$ cat src/mode_pkg.sv
// Shared types and constants for the power-mode sequencer
package mode_pkg;

	// =========================================
	// Operating modes (Gray codes along Init -> Normal -> Stop -> Sleep -> Restart -> Flash -> Failsafe)
	typedef enum logic [2:0] {
		st_init = 3'h0,
		st_normal = 3'h1,
		st_stop = 3'h3,
		st_sleep = 3'h2,
		st_restart = 3'h6,
		st_flash = 3'h7,
		st_failsafe = 3'h5
	} mode_e;

	// =========================================
	// Mode-select command codes
	localparam logic [2:0] CMD_NORMAL = 3'h0;
	localparam logic [2:0] CMD_SLEEP = 3'h1;
	localparam logic [2:0] CMD_STOP = 3'h2;
	localparam logic [2:0] CMD_FLASH = 3'h3;
	localparam logic [2:0] CMD_RESTART = 3'h4;

	// =========================================
	// Restart reason codes
	localparam logic [1:0] RM_NONE = 2'h0;
	localparam logic [1:0] RM_UNDERVOLT = 2'h1;
	localparam logic [1:0] RM_EXT_RESET = 2'h2;
	localparam logic [1:0] RM_WD_OR_CMD = 2'h3;
	// Fallback reason codes
	localparam logic [2:0] LH_NONE = 3'h0;
	localparam logic [2:0] LH_WD_FAIL = 3'h1;
	localparam logic [2:0] LH_FAILSAFE = 3'h2;

	// Configurations
	localparam logic [2:0] CFG_1 = 3'h1;
	localparam logic [2:0] CFG_2 = 3'h2;
	localparam logic [2:0] CFG_3 = 3'h3;
	localparam logic [2:0] CFG_4 = 3'h4;

	// Wake sources: bus, line, pin, periodic
	localparam int WAKE_W = 4;
	localparam int WAKE_PERIODIC = 3;

	// =========================================
	// Timing
	localparam int CLOCK_MHZ = 125;
	localparam int RESET_HOLD_SHORT_US = 10;
	localparam int RESET_HOLD_LONG_US = 20;
	localparam int CNT_W = 13;
	localparam logic [CNT_W-1:0] HOLD_SHORT_CYC = CNT_W'(RESET_HOLD_SHORT_US * CLOCK_MHZ);
	localparam logic [CNT_W-1:0] HOLD_LONG_CYC = CNT_W'(RESET_HOLD_LONG_US * CLOCK_MHZ);
	localparam int PER_W = 8;

	// =========================================
	// Host command group
	typedef struct packed {
		logic write;
		logic [2:0] mode_select_field;
		logic [WAKE_W-1:0] wake_enables;
		logic periodic_wake_enable;
		logic watchdog_enable;
		logic [PER_W-1:0] watchdog_period;
		logic reset_delay_long;
		logic fallback_drive;
		logic [1:0] secondary_supply_enables;
	} host_cmd_s;

	// Status group seen by host
	typedef struct packed {
		mode_e mode;
		logic [1:0] restart_reason_bits;
		logic [2:0] fallback_reason_bits;
		logic [WAKE_W-1:0] wake_status;
		logic from_sleep;
		logic illegal_cmd;
	} host_status_s;

endpackage

$ cat src/mode_sequencer.sv
// Power-mode state machine: Sleep, Stop, Software Flash and Restart
`timescale 1ns/100ps
`default_nettype none
module mode_sequencer (
	input wire logic clock,
	input wire logic reset,
	input wire logic clock_enable,
	input wire mode_pkg::host_cmd_s host_cmd,
	input wire logic status_read,
	input wire logic wake_read,
	input wire logic [mode_pkg::WAKE_W-2:0] wake_events,
	input wire logic wd_tick,
	input wire logic wd_fail,
	input wire logic undervoltage,
	input wire logic ext_reset_low,
	input wire logic test_pin,
	input wire logic [2:0] config_sel,
	output mode_pkg::host_status_s host_status,
	output logic host_reset_out_n,
	output logic host_interrupt_n,
	output logic fallback_output,
	output logic main_supply_enable,
	output logic [1:0] secondary_supply_enables,
	output logic watchdog_active,
	output logic [mode_pkg::PER_W-1:0] watchdog_period_out,
	output logic reception_enable,
	output logic slope_control_enable,
	output logic dev_mode
);
	import mode_pkg::*;

	// =========================================
	// State record
	typedef struct packed {
		mode_e mode;
		logic dev_mode;
		logic strap_taken;
		logic [WAKE_W-1:0] wake_en;
		logic periodic_en;
		logic wd_en;
		logic [PER_W-1:0] wd_period;
		logic reset_delay_long;
		logic [1:0] sec_en;
		logic fallback;
		logic fallback_cmd;
		logic [1:0] rm_bits;
		logic [2:0] lh_bits;
		logic [WAKE_W-1:0] wake_status;
		logic from_sleep;
		logic illegal_cmd;
		logic wd_miss;
		logic ack_pending;
		logic irq_n;
		logic rst_n;
		logic hold_start;
		logic main_en;
		logic wd_act;
		logic rx_en;
		logic slope_en;
	} seq_state_s;

	seq_state_s s_reg;
	seq_state_s s_next;
	logic hold_done;
	logic per_expired;
	logic [WAKE_W-1:0] wake_now;

	// Second-failure configs need two misses; wd_miss is cleared only on fail-safe exit
	function automatic logic needs_second(input logic [2:0] cfg);
		needs_second = (cfg == CFG_3) || (cfg == CFG_4);
	endfunction

	// Configs that cut supply and go fail-safe
	function automatic logic cuts_supply(input logic [2:0] cfg);
		cuts_supply = (cfg == CFG_2) || (cfg == CFG_4);
	endfunction

	// =========================================
	// Submodules
	hold_timer u_hold (
		.clock(clock),
		.reset(reset),
		.enable(clock_enable),
		.start(s_reg.hold_start),
		.long_sel(s_reg.reset_delay_long),
		.done(hold_done)
	);

	periodic_timer u_periodic (
		.clock(clock),
		.reset(reset),
		.enable(clock_enable),
		.run(s_reg.mode == st_stop && s_reg.periodic_en),
		.wd_tick(wd_tick),
		.period(s_reg.wd_period),
		.expired(per_expired)
	);

	// Enabled wake sources, periodic one included
	assign wake_now = {per_expired, wake_events} & s_reg.wake_en;

	// =========================================
	// Next-state logic
	always_comb begin
		s_next = s_reg;
		s_next.hold_start = 1'b0;
		// Interrupt line returns high unless set this cycle
		s_next.irq_n = 1'b1;
		if (!s_reg.strap_taken) begin
			s_next.strap_taken = 1'b1;
			s_next.dev_mode = !test_pin;
		end
		// Status read clears latched reasons, set wins over clear
		if (status_read) begin
			s_next.rm_bits = RM_NONE;
			s_next.lh_bits = LH_NONE;
			s_next.from_sleep = 1'b0;
			s_next.illegal_cmd = 1'b0;
		end
		if (wake_read) begin
			s_next.wake_status = '0;
			s_next.ack_pending = 1'b0;
		end
		// Host configuration writes outside frozen modes
		if (host_cmd.write && (s_reg.mode == st_normal || s_reg.mode == st_init)) begin
			s_next.wake_en = host_cmd.wake_enables;
			s_next.periodic_en = host_cmd.periodic_wake_enable;
			s_next.wd_en = host_cmd.watchdog_enable;
			s_next.wd_period = host_cmd.watchdog_period;
			s_next.reset_delay_long = host_cmd.reset_delay_long;
		end
		if (host_cmd.write && s_reg.mode != st_restart) begin
			s_next.sec_en = host_cmd.secondary_supply_enables;
			s_next.fallback_cmd = host_cmd.fallback_drive;
		end
		unique case (s_reg.mode)
			st_init: begin
				if (host_cmd.write && host_cmd.mode_select_field == CMD_NORMAL) begin
					s_next.mode = st_normal;
				end else if (host_cmd.write && host_cmd.mode_select_field == CMD_FLASH) begin
					s_next.mode = st_flash;
				end
			end
			st_normal: begin
				s_next.fallback = s_reg.fallback | host_cmd.write & host_cmd.fallback_drive;
				if (host_cmd.write) begin
					unique case (host_cmd.mode_select_field)
						CMD_SLEEP: begin
							if (host_cmd.wake_enables == '0) begin
								s_next.illegal_cmd = 1'b1;
								s_next.irq_n = 1'b0;
							end else begin
								s_next.mode = st_sleep;
								s_next.wd_en = 1'b0;
								s_next.wd_period = '0;
							end
						end
						CMD_STOP: begin
							if (!host_cmd.watchdog_enable && host_cmd.wake_enables == '0) begin
								s_next.illegal_cmd = 1'b1;
								s_next.wd_en = s_reg.wd_en;
								s_next.wd_period = s_reg.wd_period;
							end else begin
								s_next.mode = st_stop;
								s_next.wd_en = s_reg.wd_en;
								s_next.wd_period = s_reg.wd_period;
							end
						end
						CMD_FLASH: begin
							s_next.mode = st_flash;
							s_next.wd_en = s_reg.wd_en;
							s_next.wd_period = s_reg.wd_period;
							s_next.rst_n = 1'b0;
							s_next.hold_start = 1'b1;
						end
						default: begin
						end
					endcase
				end
			end
			st_sleep: begin
				if (wake_now != '0) begin
					s_next.mode = st_restart;
					s_next.wake_status = wake_now;
					s_next.from_sleep = 1'b1;
					s_next.rst_n = 1'b0;
					s_next.hold_start = 1'b1;
				end
			end
			st_stop: begin
				if (wake_now != '0) begin
					s_next.irq_n = 1'b0;
					s_next.wake_status = s_next.wake_status | wake_now;
				end
				if (per_expired && s_reg.periodic_en) begin
					s_next.irq_n = 1'b0;
					s_next.ack_pending = 1'b1;
					if (s_reg.wd_en && s_reg.ack_pending && !wake_read) begin
						s_next.mode = st_restart;
						s_next.rm_bits = RM_WD_OR_CMD;
						s_next.rst_n = 1'b0;
						s_next.hold_start = 1'b1;
					end
				end
				if (host_cmd.write && host_cmd.mode_select_field == CMD_NORMAL) begin
					s_next.mode = st_normal;
				end
			end
			st_flash: begin
				// Flash on an incoming reset pulse releases once hold ends
				if (hold_done) begin
					s_next.rst_n = 1'b1;
				end
				s_next.fallback = s_reg.fallback | s_reg.fallback_cmd;
				if (host_cmd.write && host_cmd.mode_select_field == CMD_RESTART) begin
					s_next.mode = st_restart;
					s_next.rm_bits = RM_WD_OR_CMD;
					s_next.rst_n = 1'b0;
					s_next.hold_start = 1'b1;
				end
			end
			st_restart: begin
				if (hold_done) begin
					s_next.mode = st_normal;
					s_next.rst_n = 1'b1;
				end
			end
			st_failsafe: begin
				if (wake_events != '0) begin
					s_next.mode = st_restart;
					s_next.lh_bits = LH_FAILSAFE;
					s_next.wd_miss = 1'b0;
					s_next.rst_n = 1'b0;
					s_next.hold_start = 1'b1;
				end
			end
			default: begin
				s_next.mode = st_init;
			end
		endcase
		// Watchdog failure handling by configuration
		if (wd_fail && !s_reg.dev_mode && s_reg.wd_en
			&& (s_reg.mode == st_normal || s_reg.mode == st_stop
			|| s_reg.mode == st_flash)) begin
			s_next.rst_n = 1'b0;
			s_next.hold_start = 1'b1;
			if (s_reg.mode == st_flash) begin
				s_next.mode = st_restart;
				s_next.rm_bits = RM_WD_OR_CMD;
			end else if (needs_second(config_sel) && !s_reg.wd_miss) begin
				s_next.wd_miss = 1'b1;
				s_next.mode = st_restart;
				s_next.rm_bits = RM_WD_OR_CMD;
			end else if (cuts_supply(config_sel)) begin
				s_next.mode = st_failsafe;
				s_next.fallback = 1'b1;
				s_next.lh_bits = LH_FAILSAFE;
			end else begin
				s_next.mode = st_restart;
				s_next.fallback = 1'b1;
				s_next.lh_bits = LH_WD_FAIL;
			end
		end
		// Undervoltage reset from Normal, Stop or Flash
		if (undervoltage && (s_reg.mode == st_normal || s_reg.mode == st_stop
			|| s_reg.mode == st_flash)) begin
			s_next.mode = st_restart;
			s_next.rm_bits = RM_UNDERVOLT;
			s_next.rst_n = 1'b0;
			s_next.hold_start = 1'b1;
		end
		// External reset pulled low wins in any awake mode except Restart
		if (ext_reset_low && s_reg.main_en && s_reg.mode != st_restart) begin
			s_next.mode = st_restart;
			s_next.rm_bits = RM_EXT_RESET;
			s_next.rst_n = 1'b0;
			s_next.hold_start = 1'b1;
		end
		// Supplies follow the mode; fallback is never cleared here
		s_next.main_en = !(s_next.mode == st_sleep || s_next.mode == st_failsafe);
		if (s_next.mode == st_sleep || s_next.mode == st_failsafe) begin
			s_next.sec_en = '0;
		end
		if (s_next.mode == st_normal && s_reg.mode != st_normal) begin
			s_next.wd_miss = s_reg.wd_miss;
		end
		s_next.fallback = s_next.fallback | s_reg.fallback;
		// Decoded outputs registered together with the mode they follow
		s_next.wd_act = s_next.wd_en && s_next.mode != st_sleep;
		s_next.rx_en = s_next.mode == st_normal || s_next.mode == st_flash;
		s_next.slope_en = s_next.mode != st_flash;
	end

	// State register
	always_ff @(posedge clock) begin
		if (reset) begin
			s_reg <= '0;
			s_reg.mode <= st_init;
			s_reg.irq_n <= 1'b1;
			s_reg.rst_n <= 1'b0;
			s_reg.hold_start <= 1'b1;
			s_reg.main_en <= 1'b1;
			s_reg.slope_en <= 1'b1;
			s_reg.periodic_en <= 1'b0;
		end else if (clock_enable) begin
			s_reg <= s_next;
		end
	end

	// Init keeps reset low; only a hold ending in Restart or Flash releases it
	// =========================================
	// Outputs, all from the state register
	assign host_status = '{mode: s_reg.mode, restart_reason_bits: s_reg.rm_bits,
		fallback_reason_bits: s_reg.lh_bits, wake_status: s_reg.wake_status,
		from_sleep: s_reg.from_sleep, illegal_cmd: s_reg.illegal_cmd};
	assign host_reset_out_n = s_reg.rst_n;
	assign host_interrupt_n = s_reg.irq_n;
	assign fallback_output = s_reg.fallback;
	assign main_supply_enable = s_reg.main_en;
	assign secondary_supply_enables = s_reg.sec_en;
	assign watchdog_active = s_reg.wd_act;
	assign watchdog_period_out = s_reg.wd_period;
	assign reception_enable = s_reg.rx_en;
	assign slope_control_enable = s_reg.slope_en;
	assign dev_mode = s_reg.dev_mode;
endmodule
`default_nettype wire

$ cat src/hold_timer.sv
// Reset-hold delay counter for the Restart mode
`timescale 1ns/100ps
`default_nettype none
module hold_timer (
	input wire logic clock,
	input wire logic reset,
	input wire logic enable,
	input wire logic start,
	input wire logic long_sel,
	output logic done
);
	import mode_pkg::*;

	typedef struct packed {
		logic [CNT_W-1:0] count;
		logic running;
		logic done;
	} hold_state_s;

	hold_state_s state_reg;
	hold_state_s state_next;

	// Load on start, count down, flag completion for one cycle
	always_comb begin
		state_next = state_reg;
		state_next.done = 1'b0;
		if (start) begin
			state_next.count = long_sel ? HOLD_LONG_CYC : HOLD_SHORT_CYC;
			state_next.running = 1'b1;
		end else if (state_reg.running) begin
			if (state_reg.count <= CNT_W'(1)) begin
				state_next.running = 1'b0;
				state_next.done = 1'b1;
			end else begin
				state_next.count = state_reg.count - CNT_W'(1);
			end
		end
	end

	always_ff @(posedge clock) begin
		if (reset) begin
			state_reg <= '0;
		end else if (enable) begin
			state_reg <= state_next;
		end
	end

	assign done = state_reg.done;
endmodule
`default_nettype wire

$ cat src/periodic_timer.sv
// Periodic wake-up timer driven by the watchdog time base
`timescale 1ns/100ps
`default_nettype none
module periodic_timer (
	input wire logic clock,
	input wire logic reset,
	input wire logic enable,
	input wire logic run,
	input wire logic wd_tick,
	input wire logic [mode_pkg::PER_W-1:0] period,
	output logic expired
);
	import mode_pkg::*;

	typedef struct packed {
		logic [PER_W-1:0] count;
		logic expired;
	} per_state_s;

	per_state_s state_reg;
	per_state_s state_next;

	// Count watchdog ticks; pulse at each period end
	always_comb begin
		state_next = state_reg;
		state_next.expired = 1'b0;
		if (!run) begin
			state_next.count = '0;
		end else if (wd_tick) begin
			if (state_reg.count + PER_W'(1) >= period) begin
				state_next.count = '0;
				state_next.expired = 1'b1;
			end else begin
				state_next.count = state_reg.count + PER_W'(1);
			end
		end
	end

	always_ff @(posedge clock) begin
		if (reset) begin
			state_reg <= '0;
		end else if (enable) begin
			state_reg <= state_next;
		end
	end

	assign expired = state_reg.expired;
endmodule
`default_nettype wire

$ cat config.mk
export PLATFORM = sky130hd
export DESIGN_NAME = mode_sequencer
export DESIGN_NICKNAME = d
export VERILOG_FILES = /design/src/mode_pkg.sv /design/src/mode_sequencer.sv /design/src/hold_timer.sv /design/src/periodic_timer.sv
export SDC_FILE = /design/constraint.sdc
export NUM_CORES = 1
export LEC_CHECK = 0
export BUFFER_PORTS_ARGS = -buffer_cell sky130_fd_sc_hd__buf_2
export CORE_MARGIN = 1
export CORE_UTILIZATION = 55
export CTS_BUF_LIST = sky130_fd_sc_hd__clkbuf_4 sky130_fd_sc_hd__clkbuf_8
export DETAILED_ROUTE_END_ITERATION = 8
export GPL_ROUTABILITY_DRIVEN = 1
export PLACE_DENSITY = 0.78
export SLEW_MARGIN = 20
export SYNTH_ARGS = -nofsm -noshare
export SYNTH_HDL_FRONTEND = slang
export SYNTH_HIERARCHICAL = 1
export SYNTH_SLANG_ARGS = --single-unit
$ cat constraint.sdc
create_clock -name clock -period 4.11 [get_ports clock]
set_clock_uncertainty 0.05 [all_clocks]
set_input_delay 0.411 -clock clock [delete_from_list [all_inputs] [get_ports clock]]
set_output_delay 0.411 -clock clock [all_outputs]
set_load 0.005 [all_outputs]
; Yosys cells after proc, flatten, opt, wreduce, memory -nomap -nowiden
; Index checks and enable logic that the tools add are counted.
[totals]
ff_bits = 68
latchBits = 0
ramBits = 0
rom_bits = 0
input_bits = 38
output_inout_bits = 32
wordCells = 214
mem_count = 0
[classes]
addsub = 2
multipliers = 0
div_mod_pow = 0
magnitude_cmp = 2
n_eq_ne = 30
n_shift = 0
mux = 92
bitwise = 8
n_reduce_logical = 50
[ops]
columns = operator, n
row1 = 3-bit 2-to-1 mux, 22
row2 = 2-bit 2-to-1 mux, 21
row3 = 9-bit 2-to-1 mux, 4
row4 = 1-bit 2-to-1 mux, 22
row5 = 3-bit by 2-bit == test with 1-bit output (second input constant), 7
row6 = 3-bit == test (second input constant), 7
row7 = 3-bit one-hot mux with 7 select lines, 1
row8 = 1-bit logical AND, 19
row9 = 9-bit one-hot mux with 2 select lines, 1
row10 = 8-bit 2-to-1 mux, 2
row11 = 15-bit 2-to-1 mux, 1
row12 = 5-bit 2-to-1 mux, 3
row13 = 5-bit by 1-bit != test with 1-bit output (second input constant), 3
row14 = 14-bit 2-to-1 mux, 1
row15 = 2-bit AND reduction, 7
row16 = 13-bit by 1-bit <= comparator with 1-bit output (second input constant), 1
row17 = 13-bit 2-to-1 mux, 1
row18 = 13-bit by 1-bit subtractor with 13-bit output (second input constant), 1
row19 = 12-bit 2-to-1 mux, 1
row20 = 4-bit 2-to-1 mux, 3
row21 = 10-bit 2-to-1 mux, 1
row22 = 5-bit != test (second input constant), 2
row23 = 3-bit by 1-bit == test with 1-bit output (second input constant), 3
row24 = 3-bit != test (second input constant), 3
row25 = other kinds (28), 47

; Logic depth before layout (Yosys ltp)
; Gate-level depths: netlist of the first run.
[depth]
ltp_word = 13
depth_mapped = 10
depth_no_buf = 9

; Hierarchy
; Netlist of the first run, hierarchy kept.
[by_module_without_submodules]
columns = mod, n_inst, cells_per_inst, area_each_um2, seq_area_each_um2
row1 = mode_sequencer, 1, 314, 2617.5, 880.8
row2 = hold_timer, 1, 114, 943.4, 300.3
row3 = periodic_timer, 1, 70, 619.3, 180.2

; Least setup slack after synthesis of the first run
; OpenSTA, ideal clock, no wires.
[synth_timing]
path_type = input-to-reg
from = input port host_cmd[14] (netlist bit)
to = register s_reg (netlist bit secondary_supply_enables[0])
setup_time_ps = 130
arrival_ps = 2160
t_required_ps = 3930
setup_slack_ps = 1770
path_stages = 8
path_buffers = 1
cell_sequence = or4_1 buf_2 a21o_1 a311oi_2 nor4_4 nor2_2 mux2i_1 o22ai_1
[synth_via]
elab_chain_cells = 13
elab_cells_between_ends = 16
cone_classes = eq/ne: 2 / mux: 9 / reduce/logical: 5
[synth_rtl]
columns = item, line
row1 = start: declaration, mode_sequencer.sv:8  ; input wire mode_pkg::host_cmd_s host_cmd,
row2 = 4-bit logical NOT *, "mode_sequencer.sv:149, mode_sequencer.sv:159"
row3 = 1-bit logical AND, mode_sequencer.sv:159  ; if (!host_cmd.watchdog_enable && host_cmd.wake_enables == '0) begin
row4 = 3-bit 2-to-1 mux, mode_sequencer.sv:159
row5 = 3-bit one-hot mux with 3 select lines *, mode_sequencer.sv:147  ; unique case (host_cmd.mode_select_field)
row6 = 3-bit 2-to-1 mux *, mode_sequencer.sv:146  ; if (host_cmd.write) begin
row7 = 3-bit one-hot mux with 7 select lines *, mode_sequencer.sv:136  ; unique case (s_reg.mode)
row8 = 3-bit 2-to-1 mux *, mode_sequencer.sv:242  ; if (wd_fail && !s_reg.dev_mode && s_reg.wd_en
row9 = 3-bit 2-to-1 mux *, mode_sequencer.sv:265  ; if (undervoltage && (s_reg.mode == st_normal || s_reg.mode == st_stop
row10 = 3-bit 2-to-1 mux *, mode_sequencer.sv:273  ; if (ext_reset_low && s_reg.main_en && s_reg.mode != st_restart) begin
row11 = 3-bit by 2-bit == test with 1-bit output / 3-bit == test (equally long branches), mode_sequencer.sv:281  ; if (s_next.mode == st_sleep || s_next.mode == st_failsafe) begin
row12 = 1-bit logical OR *, mode_sequencer.sv:281
row13 = 2-bit nonzero test (no line), -
row14 = 2-bit AND reduction (no line), -
row15 = end signal: assignment, mode_sequencer.sv:306  ; s_reg <= s_next;
row16 = end: declaration, mode_sequencer.sv:62  ; seq_state_s s_reg;
; Mark *: on every way between the ends. The rest lies on a longest branch, timed or not.
; A chain may end at the register's enable or synchronous reset.

; Worst setup path in the final report of the first run
[layout_timing]
from = register s_reg (netlist bit host_status[11])
to = register s_reg (netlist bit secondary_supply_enables[1])
[layout_via]
elab_chain_cells = 11
elab_cells_between_ends = 38
cone_classes = eq/ne: 9 / mux: 19 / reduce/logical: 10
[layout_rtl]
columns = item, line
row1 = "3-bit 2-to-1 mux, or another cell as far along", mode_sequencer.sv:159
row2 = "3-bit one-hot mux with 3 select lines, or another cell as far along", mode_sequencer.sv:147
row3 = "3-bit 2-to-1 mux, or another cell as far along", mode_sequencer.sv:146
row4 = 3-bit one-hot mux with 7 select lines / 1-bit logical AND (equally long branches), "mode_sequencer.sv:136, mode_sequencer.sv:243"
row5 = 3-bit 2-to-1 mux, mode_sequencer.sv:242
row6 = 3-bit 2-to-1 mux, mode_sequencer.sv:265
row7 = 3-bit 2-to-1 mux, mode_sequencer.sv:273
row8 = 3-bit by 2-bit == test with 1-bit output / 3-bit == test (equally long branches), mode_sequencer.sv:281
row9 = 1-bit logical OR, mode_sequencer.sv:281
row10 = 2-bit nonzero test (no line), -
row11 = 2-bit AND reduction (no line), -
; Several ways; a longest one is shown, not always the timed one.

==> results of run 1 <==
==> final timing paths <==
| path | startpoint | slack [ns] | end |
|---|---|---|---|
| worst min register to register | fallback_output | 0.41 | fallback_output |
| worst max register to register | host_status[11] | 1.15 | secondary_supply_enables[1] |
| worst max-delay path | host_status[11] | 1.15 | secondary_supply_enables[1] |
| worst min-delay path | test_pin | 0.19 | dev_mode |
==> power by group through the flow <==
stage | combinational (W) | clock [W] | sequential (W)
after floorplan | 0.000239 | 0 | 0.000726
after global placement | 0.000283 | 0 | 0.000745
after detailed placement | 0.000292 | 0 | 0.000746
after CTS | 0.000296 | 0.000567 | 0.000731
after global routing | 0.000328 | 0.000598 | 0.000738
final | 0.000300 | 0.000555 | 0.000733
==> cell type report <==
| class | count | area (um^2) |
|---|---|---|
| fill | 705 | 2730 |
| multi-input combinational | 365 | 2442 |
| sequential | 68 | 1361 |
| timing repair buffer | 72 | 367.9 |
| clock buffer | 11 | 145.1 |
| tap | 99 | 123.9 |
| inverter | 19 | 71.32 |
| clock inverter | 4 | 50.05 |
==> worst max-delay path: cells and delay by family (launching register included) <==
kind            cells  cell delay, ns
compound gates      3            0.75
mux                 1            0.35
simple gates        3            0.82
flops               1            0.84
==> logic make-up (layout without fill, tap and decap cells) <==
kind of cell | count (synthesis) | after routing | share of synthesized area, %
xor gates and xnor gates | 10 | 10 | 2.095
and+or+nand+nor | 202 | 202 | 26.64
buffers and inverters | 65 | 106 | 9.009
adders and majority gates | 11 | 11 | 3.292
AOI/OAI and AO/OA | 125 | 125 | 22.30
muxes | 17 | 17 | 4.100
DFF | 68 | 68 | 32.57
==> routing by layer <==
layer  vias up  share of wire (%)  GRT usage, %
met4         0                1.3         8.225
li1       1875                  -             -
met1      1821                 45         35.66
met5         -                  0             0
met3        15                6.7         4.986
met2       169                 47         45.32
==> Yosys cell counts (6+ instances only) <==
library cell | instances | area (um^2)
a211oi_1 | 10 | 75.07
a21o_1 | 6 | 45.04
a21oi_1 | 27 | 135.1
a22o_2 | 6 | 60.06
a31oi_1 | 6 | 37.54
a32oi_1 | 8 | 70.07
and3_1 | 8 | 50.05
buf_4 | 24 | 180.2
clkbuf_1 | 11 | 41.29
dfxtp_1 | 68 | 1361
ha_1 | 11 | 137.6
inv_1 | 19 | 71.32
mux2i_1 | 16 | 160.2
nand2_1 | 38 | 142.6
nand2b_1 | 13 | 81.33
nand3_1 | 16 | 80.08
nand3b_1 | 6 | 45.04
nor2_1 | 59 | 221.5
nor2b_1 | 6 | 37.54
nor3_1 | 17 | 85.08
o21ai_0 | 12 | 60.06
==> per-stage QoR <==
step	cell area, um^2	utilization, %	hold WS, ns	total power (W)	std cells
2_1_floorplan	4180	-	0.3790	0.0009649	498
3_3_place_gp	4367	59.88	0.3935	0.001028	623
3_5_place_dp	4367	59.88	0.4033	0.001038	623
4_1_cts	4562	62.56	0.1837	0.001594	638
5_1_grt	4562	62.56	0.1926	0.001664	638
6_report	4562	62.56	0.1876	0.001588	638
==> summary.txt, run 1 <==
Power and ir drop
  • Net switching share of the total power: roughly 30%
  • Relative contribution of combinational cells to total power: a little under a fifth
  • Portion of total power attributed to the clock network: 34.9%
  • Internal power of the cells: 0.001114 W
  • Leakage Power: 1.862 nW
  • Switching Power: ~0.00047 W
  • Maximum VDD drop: 0.2183 mV
  • Flop pwr share: 46.2%
  • P per Cell Area: 348.2 nW/um^2

Setup path
  • Critical path startpoint category: flop
  • Worst EP required: between 4 and 5 ns
  • Largest stage delay, worst path: between 0.8 and 0.9 ns
  • Depth of the worst register-to-register path: 7
  • Cells along the critical path: nand2b_1 > nor3_2 > a31oi_1 > o31ai_2 > nor2_2 > mux2i_1 > o22ai_1
  • Worst EP arrival: ~3.1 ns
  • CP Capture Type: flop
  • Largest driver fanout on the critical path: 26
  • Cell with the biggest individual delay on the critical path: dfxtp_1
  • Type of the setup path with the least slack: flop to flop

Global route
  • GR Overflow Total: 0
  • Global-route wire length before repair: between 15000 and 20000 um
  • Pin count of the biggest net entering global routing: 48
  • Via count of the first global-routing pass: between 3000 and 4000
  • GRT Overall Usage: 27.12%
  • Number of antenna violations at the first check in global routing: 0

Cells and area
  • Final-stage net count: roughly 600
  • Most common cell after layout, fill and taps aside: buf_2
  • Ant diodes: 0
  • Share of cells above drive strength 1: 22.26%
  • Synth-to-layout area growth: 9.129%
  • Most frequent cells in the layout: 69 x buf_2, 68 x dfxtp_1, 59 x nor2_1, 38 x nand2_1, 27 x a21oi_1

STA
  • Final setup violation count: 0
  • Final setup margin: ~1.2 ns
  • Remaining max-slew budget at the tightest pin: 40.75%
  • Measured slew at the worst slew-check pin: roughly 0.88 ns
  • Unrepaired setup endpoints after global routing: false
  • Post-route fraction of the period consumed by the critical path: a little under three quarters
  • Aggregate negative setup slack: 0 ns
  • Max-slew violation count: 0
  • Fmax: between 300 and 400 MHz
  • Clock period minus worst slack: roughly 3.0 ns
  • Final Hold Vio Count: 0

Logic synthesis
  • Top FF cell, synth: dfxtp_1
  • Cell area after synthesis: ~4200 um^2
  • Share of flip-flops with an asynchronous set or reset after synthesis: 0%
  • Number of distinct library cells after synthesis: ~80
  • Number of flops mapped to enable cells by yosys: 0
  • Post-synthesis cell count: around 500
  • Sequential-to-total area share from yosys stat: between 30 and 40%
  • Number of warnings printed during yosys synthesis: 6
  • Synthesized flop and latch total: 68
  • Post-synthesis area per instance: 8.394 um^2
  • Net Count, Synth: roughly 550

CTS
  • Number of hold buffers added after cts: 0
  • Number of sinks on the clock net: 68
  • Later-pin clock latency in the skew report: ~0.35 ns
  • Number of cells upsized or downsized after cts: 0
  • H-Tree Level Count: 3
  • CTS tree: done
  • Total setup buffers inserted after CTS: 0
  • Clock Root Buffer: clkbuf_8
  • Number of buffers created by CTS: 9
  • CTS clock-pin slew for the worst setup and hold paths: 0.07 ns
  • Max Buffers Root-to-Sink: 2

Routing
  • Final antenna-violating net count: 0
  • Iter 0 DRT Violations: around 280
  • Length of the first detailed-routing pass in iterations: 5
  • Routed WL per cell: ~16 um
  • Vias post-DR: 3880
  • Routed wire length: 10400 um
  • Ratio of routed vias to standard cells: 6.082
  • DRC errors left: 0

Die
  • Std-Cell Core Area: about 7300 um^2
  • Row Count: 31
  • Effective utilization at floorplan: a little under three fifths
  • Vert. Die Dim: between 80 and 90 um
  • X dimension of the die: 89.18 um
  • Ports placed on the boundary: 70
  • DIE AREA: a little under 8000 um^2

Worst hold path
  • WHS Path Cells: 2
  • Path type of the worst min-delay path: input pin to flop

Run
  • Count of maximum capacitance violations: 0

Placement
  • Quantity of I/O buffers inserted on ports: between 60 and 70
  • Weighted congestion reported at the end of routability-driven placement: about 0.91
  • Sum of net half-perimeters after detailed placement: around 7400 um
  • Worst setup timing slack at the placement stage: about 1.3 ns

Status
  • Run status: finished clean
(Power assumes the default switching activity.)
==> run 2: changes to the inputs <==
--- a/config.mk
+++ b/config.mk
@@ -7,11 +7,11 @@
 export LEC_CHECK = 0
 export BUFFER_PORTS_ARGS = -buffer_cell sky130_fd_sc_hd__buf_2
 export CORE_MARGIN = 1
-export CORE_UTILIZATION = 55
+export CORE_UTILIZATION = 53
 export CTS_BUF_LIST = sky130_fd_sc_hd__clkbuf_4 sky130_fd_sc_hd__clkbuf_8
 export DETAILED_ROUTE_END_ITERATION = 8
 export GPL_ROUTABILITY_DRIVEN = 1
-export PLACE_DENSITY = 0.78
+export PLACE_DENSITY = 0.79
 export SLEW_MARGIN = 20
 export SYNTH_ARGS = -nofsm -noshare
 export SYNTH_HDL_FRONTEND = slang
==> constraint.sdc (replaced) <==
create_clock -name clock -period 2.6 [get_ports clock]
set_clock_uncertainty 0.05 [all_clocks]
set_input_delay 0.26 -clock clock [delete_from_list [all_inputs] [get_ports clock]]
set_output_delay 0.26 -clock clock [all_outputs]
set_load 0.005 [all_outputs]
==> run 2 against run 1 <==
Net effect: global-route usage shrank 1.9 points; power grew 63%; first-iteration DRC count grew 8.9%; cell count grew 2.7%; via count grew 2.3%; utilization shrank 1.1 points; worst hold slack lost 0.15 ns; setup slack lost 1.1 ns; die area grew 3.7%; non-clock buffer count grew 13; sequential share of layout area shrank 1.0 points; wire length grew 1.7%.
==> summary.txt, run 2 (synthesis gave the netlist of run 1 again) <==
Routing
  • Routed WL per cell: 16.14 um (-0.96%)
  • Iter 0 DRT Violations: 307 (+8.9%)
  • Routed wire length: 10570 um (+1.7%)
  • Length of the first detailed-routing pass in iterations: 5 (unchanged)
  • Vias post-DR: 3970 (+2.3%)
  • DRC errors left: 0 (unchanged)
  • Final antenna-violating net count: 0 (unchanged)
  • Ratio of routed vias to standard cells: 6.061 (-0.34%)

Placement
  • Quantity of I/O buffers inserted on ports: 69 (unchanged)
  • Sum of net half-perimeters after detailed placement: 7606 um (+2.9%)
  • Weighted congestion reported at the end of routability-driven placement: 0.9496 (+4.1%)

Cells and area
  • Synth-to-layout area growth: 13.08%
  • Ant diodes: 0 (unchanged)
  • Final-stage net count: 597 (+2.2%)
  • Most frequent cells in the layout: 69 x buf_2, 68 x dfxtp_1, 59 x nor2_1, 38 x nand2_1, 27 x a21oi_1
  • Final Util: 61.49% (-1.1 points)
  • Share of cells above drive strength 1: 24.59% (+2.3 points)
  • Most common cell after layout, fill and taps aside: buf_2

STA
  • Aggregate negative setup slack: 0 ns (unchanged)
  • Measured slew at the worst slew-check pin: 0.9787 ns (+0.09530 ns)
  • Fmax: 400.0 MHz (+18%)
  • Post-route fraction of the period consumed by the critical path: 96.16% (+24 points)
  • Final setup violation count: 0 (unchanged)
  • Max-slew violation count: 0 (unchanged)
  • Final Hold Vio Count: 0 (unchanged)
  • Unrepaired setup endpoints after global routing: false
  • Remaining max-slew budget at the tightest pin: 34.36% (-6.4 points)
  • Clock period minus worst slack: 2.500 ns (-0.4557 ns)

Power and ir drop
  • Relative contribution of combinational cells to total power: 20.0% (+1.1 points)
  • P per Cell Area: 547.6 nW/um^2 (+57%)
  • Portion of total power attributed to the clock network: 35.6% (+0.7 points)
  • Net switching share of the total power: 30.09% (+0.25 points)
  • Maximum VDD drop: 0.4366 mV (+100%)
  • Switching Power: 0.0007787 W (+64%)
  • Leakage Power: 1.952 nW (+4.9%)
  • Internal power of the cells: 0.001810 W (+62%)
  • Flop pwr share: 44.4% (-1.8 points)

CTS
  • Number of sinks on the clock net: 68 (unchanged)
  • Max Buffers Root-to-Sink: 2 (unchanged)
  • Clock Root Buffer: clkbuf_8
  • Number of hold buffers added after cts: 0 (unchanged)
  • Number of buffers created by CTS: 9 (unchanged)
  • Later-pin clock latency in the skew report: 0.34 ns (about the same)
  • H-Tree Level Count: 3 (unchanged)
  • CTS clock-pin slew for the worst setup and hold paths: 0.08 ns (about the same)
  • CTS tree: done
  • Total setup buffers inserted after CTS: 0 (unchanged)

Die
  • Effective utilization at floorplan: 54.38% (-2.9 points)
  • Std-Cell Core Area: 7687 um^2 (+5.4%)
  • Vert. Die Dim: 90.81 um (+1.8%)
  • X dimension of the die: 90.81 um (+1.8%)
  • Row Count: 32 (+3.2%)
  • DIE AREA: 8246 um^2 (+3.7%)
  • Ports placed on the boundary: 70 (unchanged)

Setup path
  • Critical path origin: host_status[13]
  • Category of cells accounting for the largest share of critical-path delay: simple AND/OR/NAND/NOR gates
  • CP Capture Type: flop
  • Worst EP required: 2.78 ns (-1.49 ns)
  • Cell with the biggest individual delay on the critical path: or4b_1
  • Crit path buffers/inverters: 0 (unchanged)
  • Largest stage delay, worst path: 0.62 ns (-0.22 ns)
  • Worst EP arrival: 2.68 ns (-0.44 ns)
  • Slack of the worst reg-to-reg path: 0.1 ns (-1.05 ns)
  • Depth of the worst register-to-register path: 7 (unchanged)
  • Cells along the critical path: or4b_1 > o22ai_2 > a21oi_1 > nor4_4 > nor2_2 > o32ai_1 > nand2b_1
  • Critical path startpoint category: flop
  • Largest driver fanout on the critical path: 15 (-42%)
  • Type of the setup path with the least slack: flop to flop
  • Source of the worst register-to-register timing path: host_status[13]
  • RR Endpoint: slope_control_enable

Worst hold path
  • Hold Startpoint: test_pin
  • WHS Path Cells: 2 (unchanged)
  • Sink of the worst hold path: dev_mode
  • Path type of the worst min-delay path: input pin to flop

Global route
  • Global-route wire length before repair: 16840 um (+1.9%)
  • GR Overflow Total: 0 (unchanged)
  • Via count of the first global-routing pass: 3589 (+3.3%)
  • Pin count of the biggest net entering global routing: 35 (-27%)
  • Number of antenna violations at the first check in global routing: 0 (unchanged)
  • GRT Overall Usage: 25.19% (-1.9 points)

Run
  • Count of maximum capacitance violations: 0 (unchanged)

Status
  • Run status: finished clean
==> run 2: how the worst max path moves through the flow <==
stage / to / cells past startpoint
final: slope_control_enable / 7
after CTS: secondary_supply_enables[1] / 7
after detailed placement: secondary_supply_enables[1] / 7
after global routing: u_periodic/state_reg[4] / 9
after global placement: secondary_supply_enables[1] / 8
after floorplan: u_periodic/state_reg[4] / 10
==> run 2: worst register-to-register path: stages (launching register included) <==
cell,delay [ns]
dfxtp_1,0.47
or4b_1,0.62
o22ai_2,0.25
a21oi_1,0.10
nor4_4,0.37
nor2_2,0.12
o32ai_1,0.32
nand2b_1,0.09
==> run 2: timing repair <==
item	in CTS	in global routing
gates resized for setup	0	7
endpoints found under the setup margin	0	11
endpoints found under the hold margin	0	0
==> run 2: cell type report <==
class                           instances  area (um^2)
Clock buffer                           11        151.4
Clock inverter                          5        58.81
Fill cell                             681         2960
Inverter                               19        71.32
Multi-Input combinational cell        365         2491
Sequential cell                        68         1361
Tap cell                              102        127.6
Timing Repair Buffer                   85        465.4
==> run 2: routing by layer <==
metal	track usage (%)	wire, um	vias to the layer above
li1	-	-	1901
met1	34.12	4867	1837
met2	39.77	4686	204
met3	4.293	765	28
met4	10.05	252	0
met5	0	0	-
==> run 2: metrics by stage <==
stage | instances | instance area (um^2) | hold slack (ns) | worst slack, ns | total power, W
3_5_place_dp | 639 | 4468 | 0.3943 | 0.07351 | 0.001662
3_3_place_gp | 639 | 4468 | 0.3944 | 0.1828 | 0.001649
5_1_grt | 655 | 4727 | 0.03767 | 0.01401 | 0.002706
4_1_cts | 655 | 4678 | 0.03439 | 0.07707 | 0.002572
2_1_floorplan | 498 | 4180 | 0.2821 | 0.3610 | 0.001525
6_report | 655 | 4727 | 0.03970 | 0.09992 | 0.002588
==> run 2: power groups by stage <==
stage	registers, W	clock network [W]	logic, W
final	0.00115	0.000923	0.000517
after global routing	0.00116	0.000987	0.000563
after CTS	0.00115	0.000930	0.000495
after detailed placement	0.00117	0	0.000492
after global placement	0.00117	0	0.000481
after floorplan	0.00115	0	0.000378
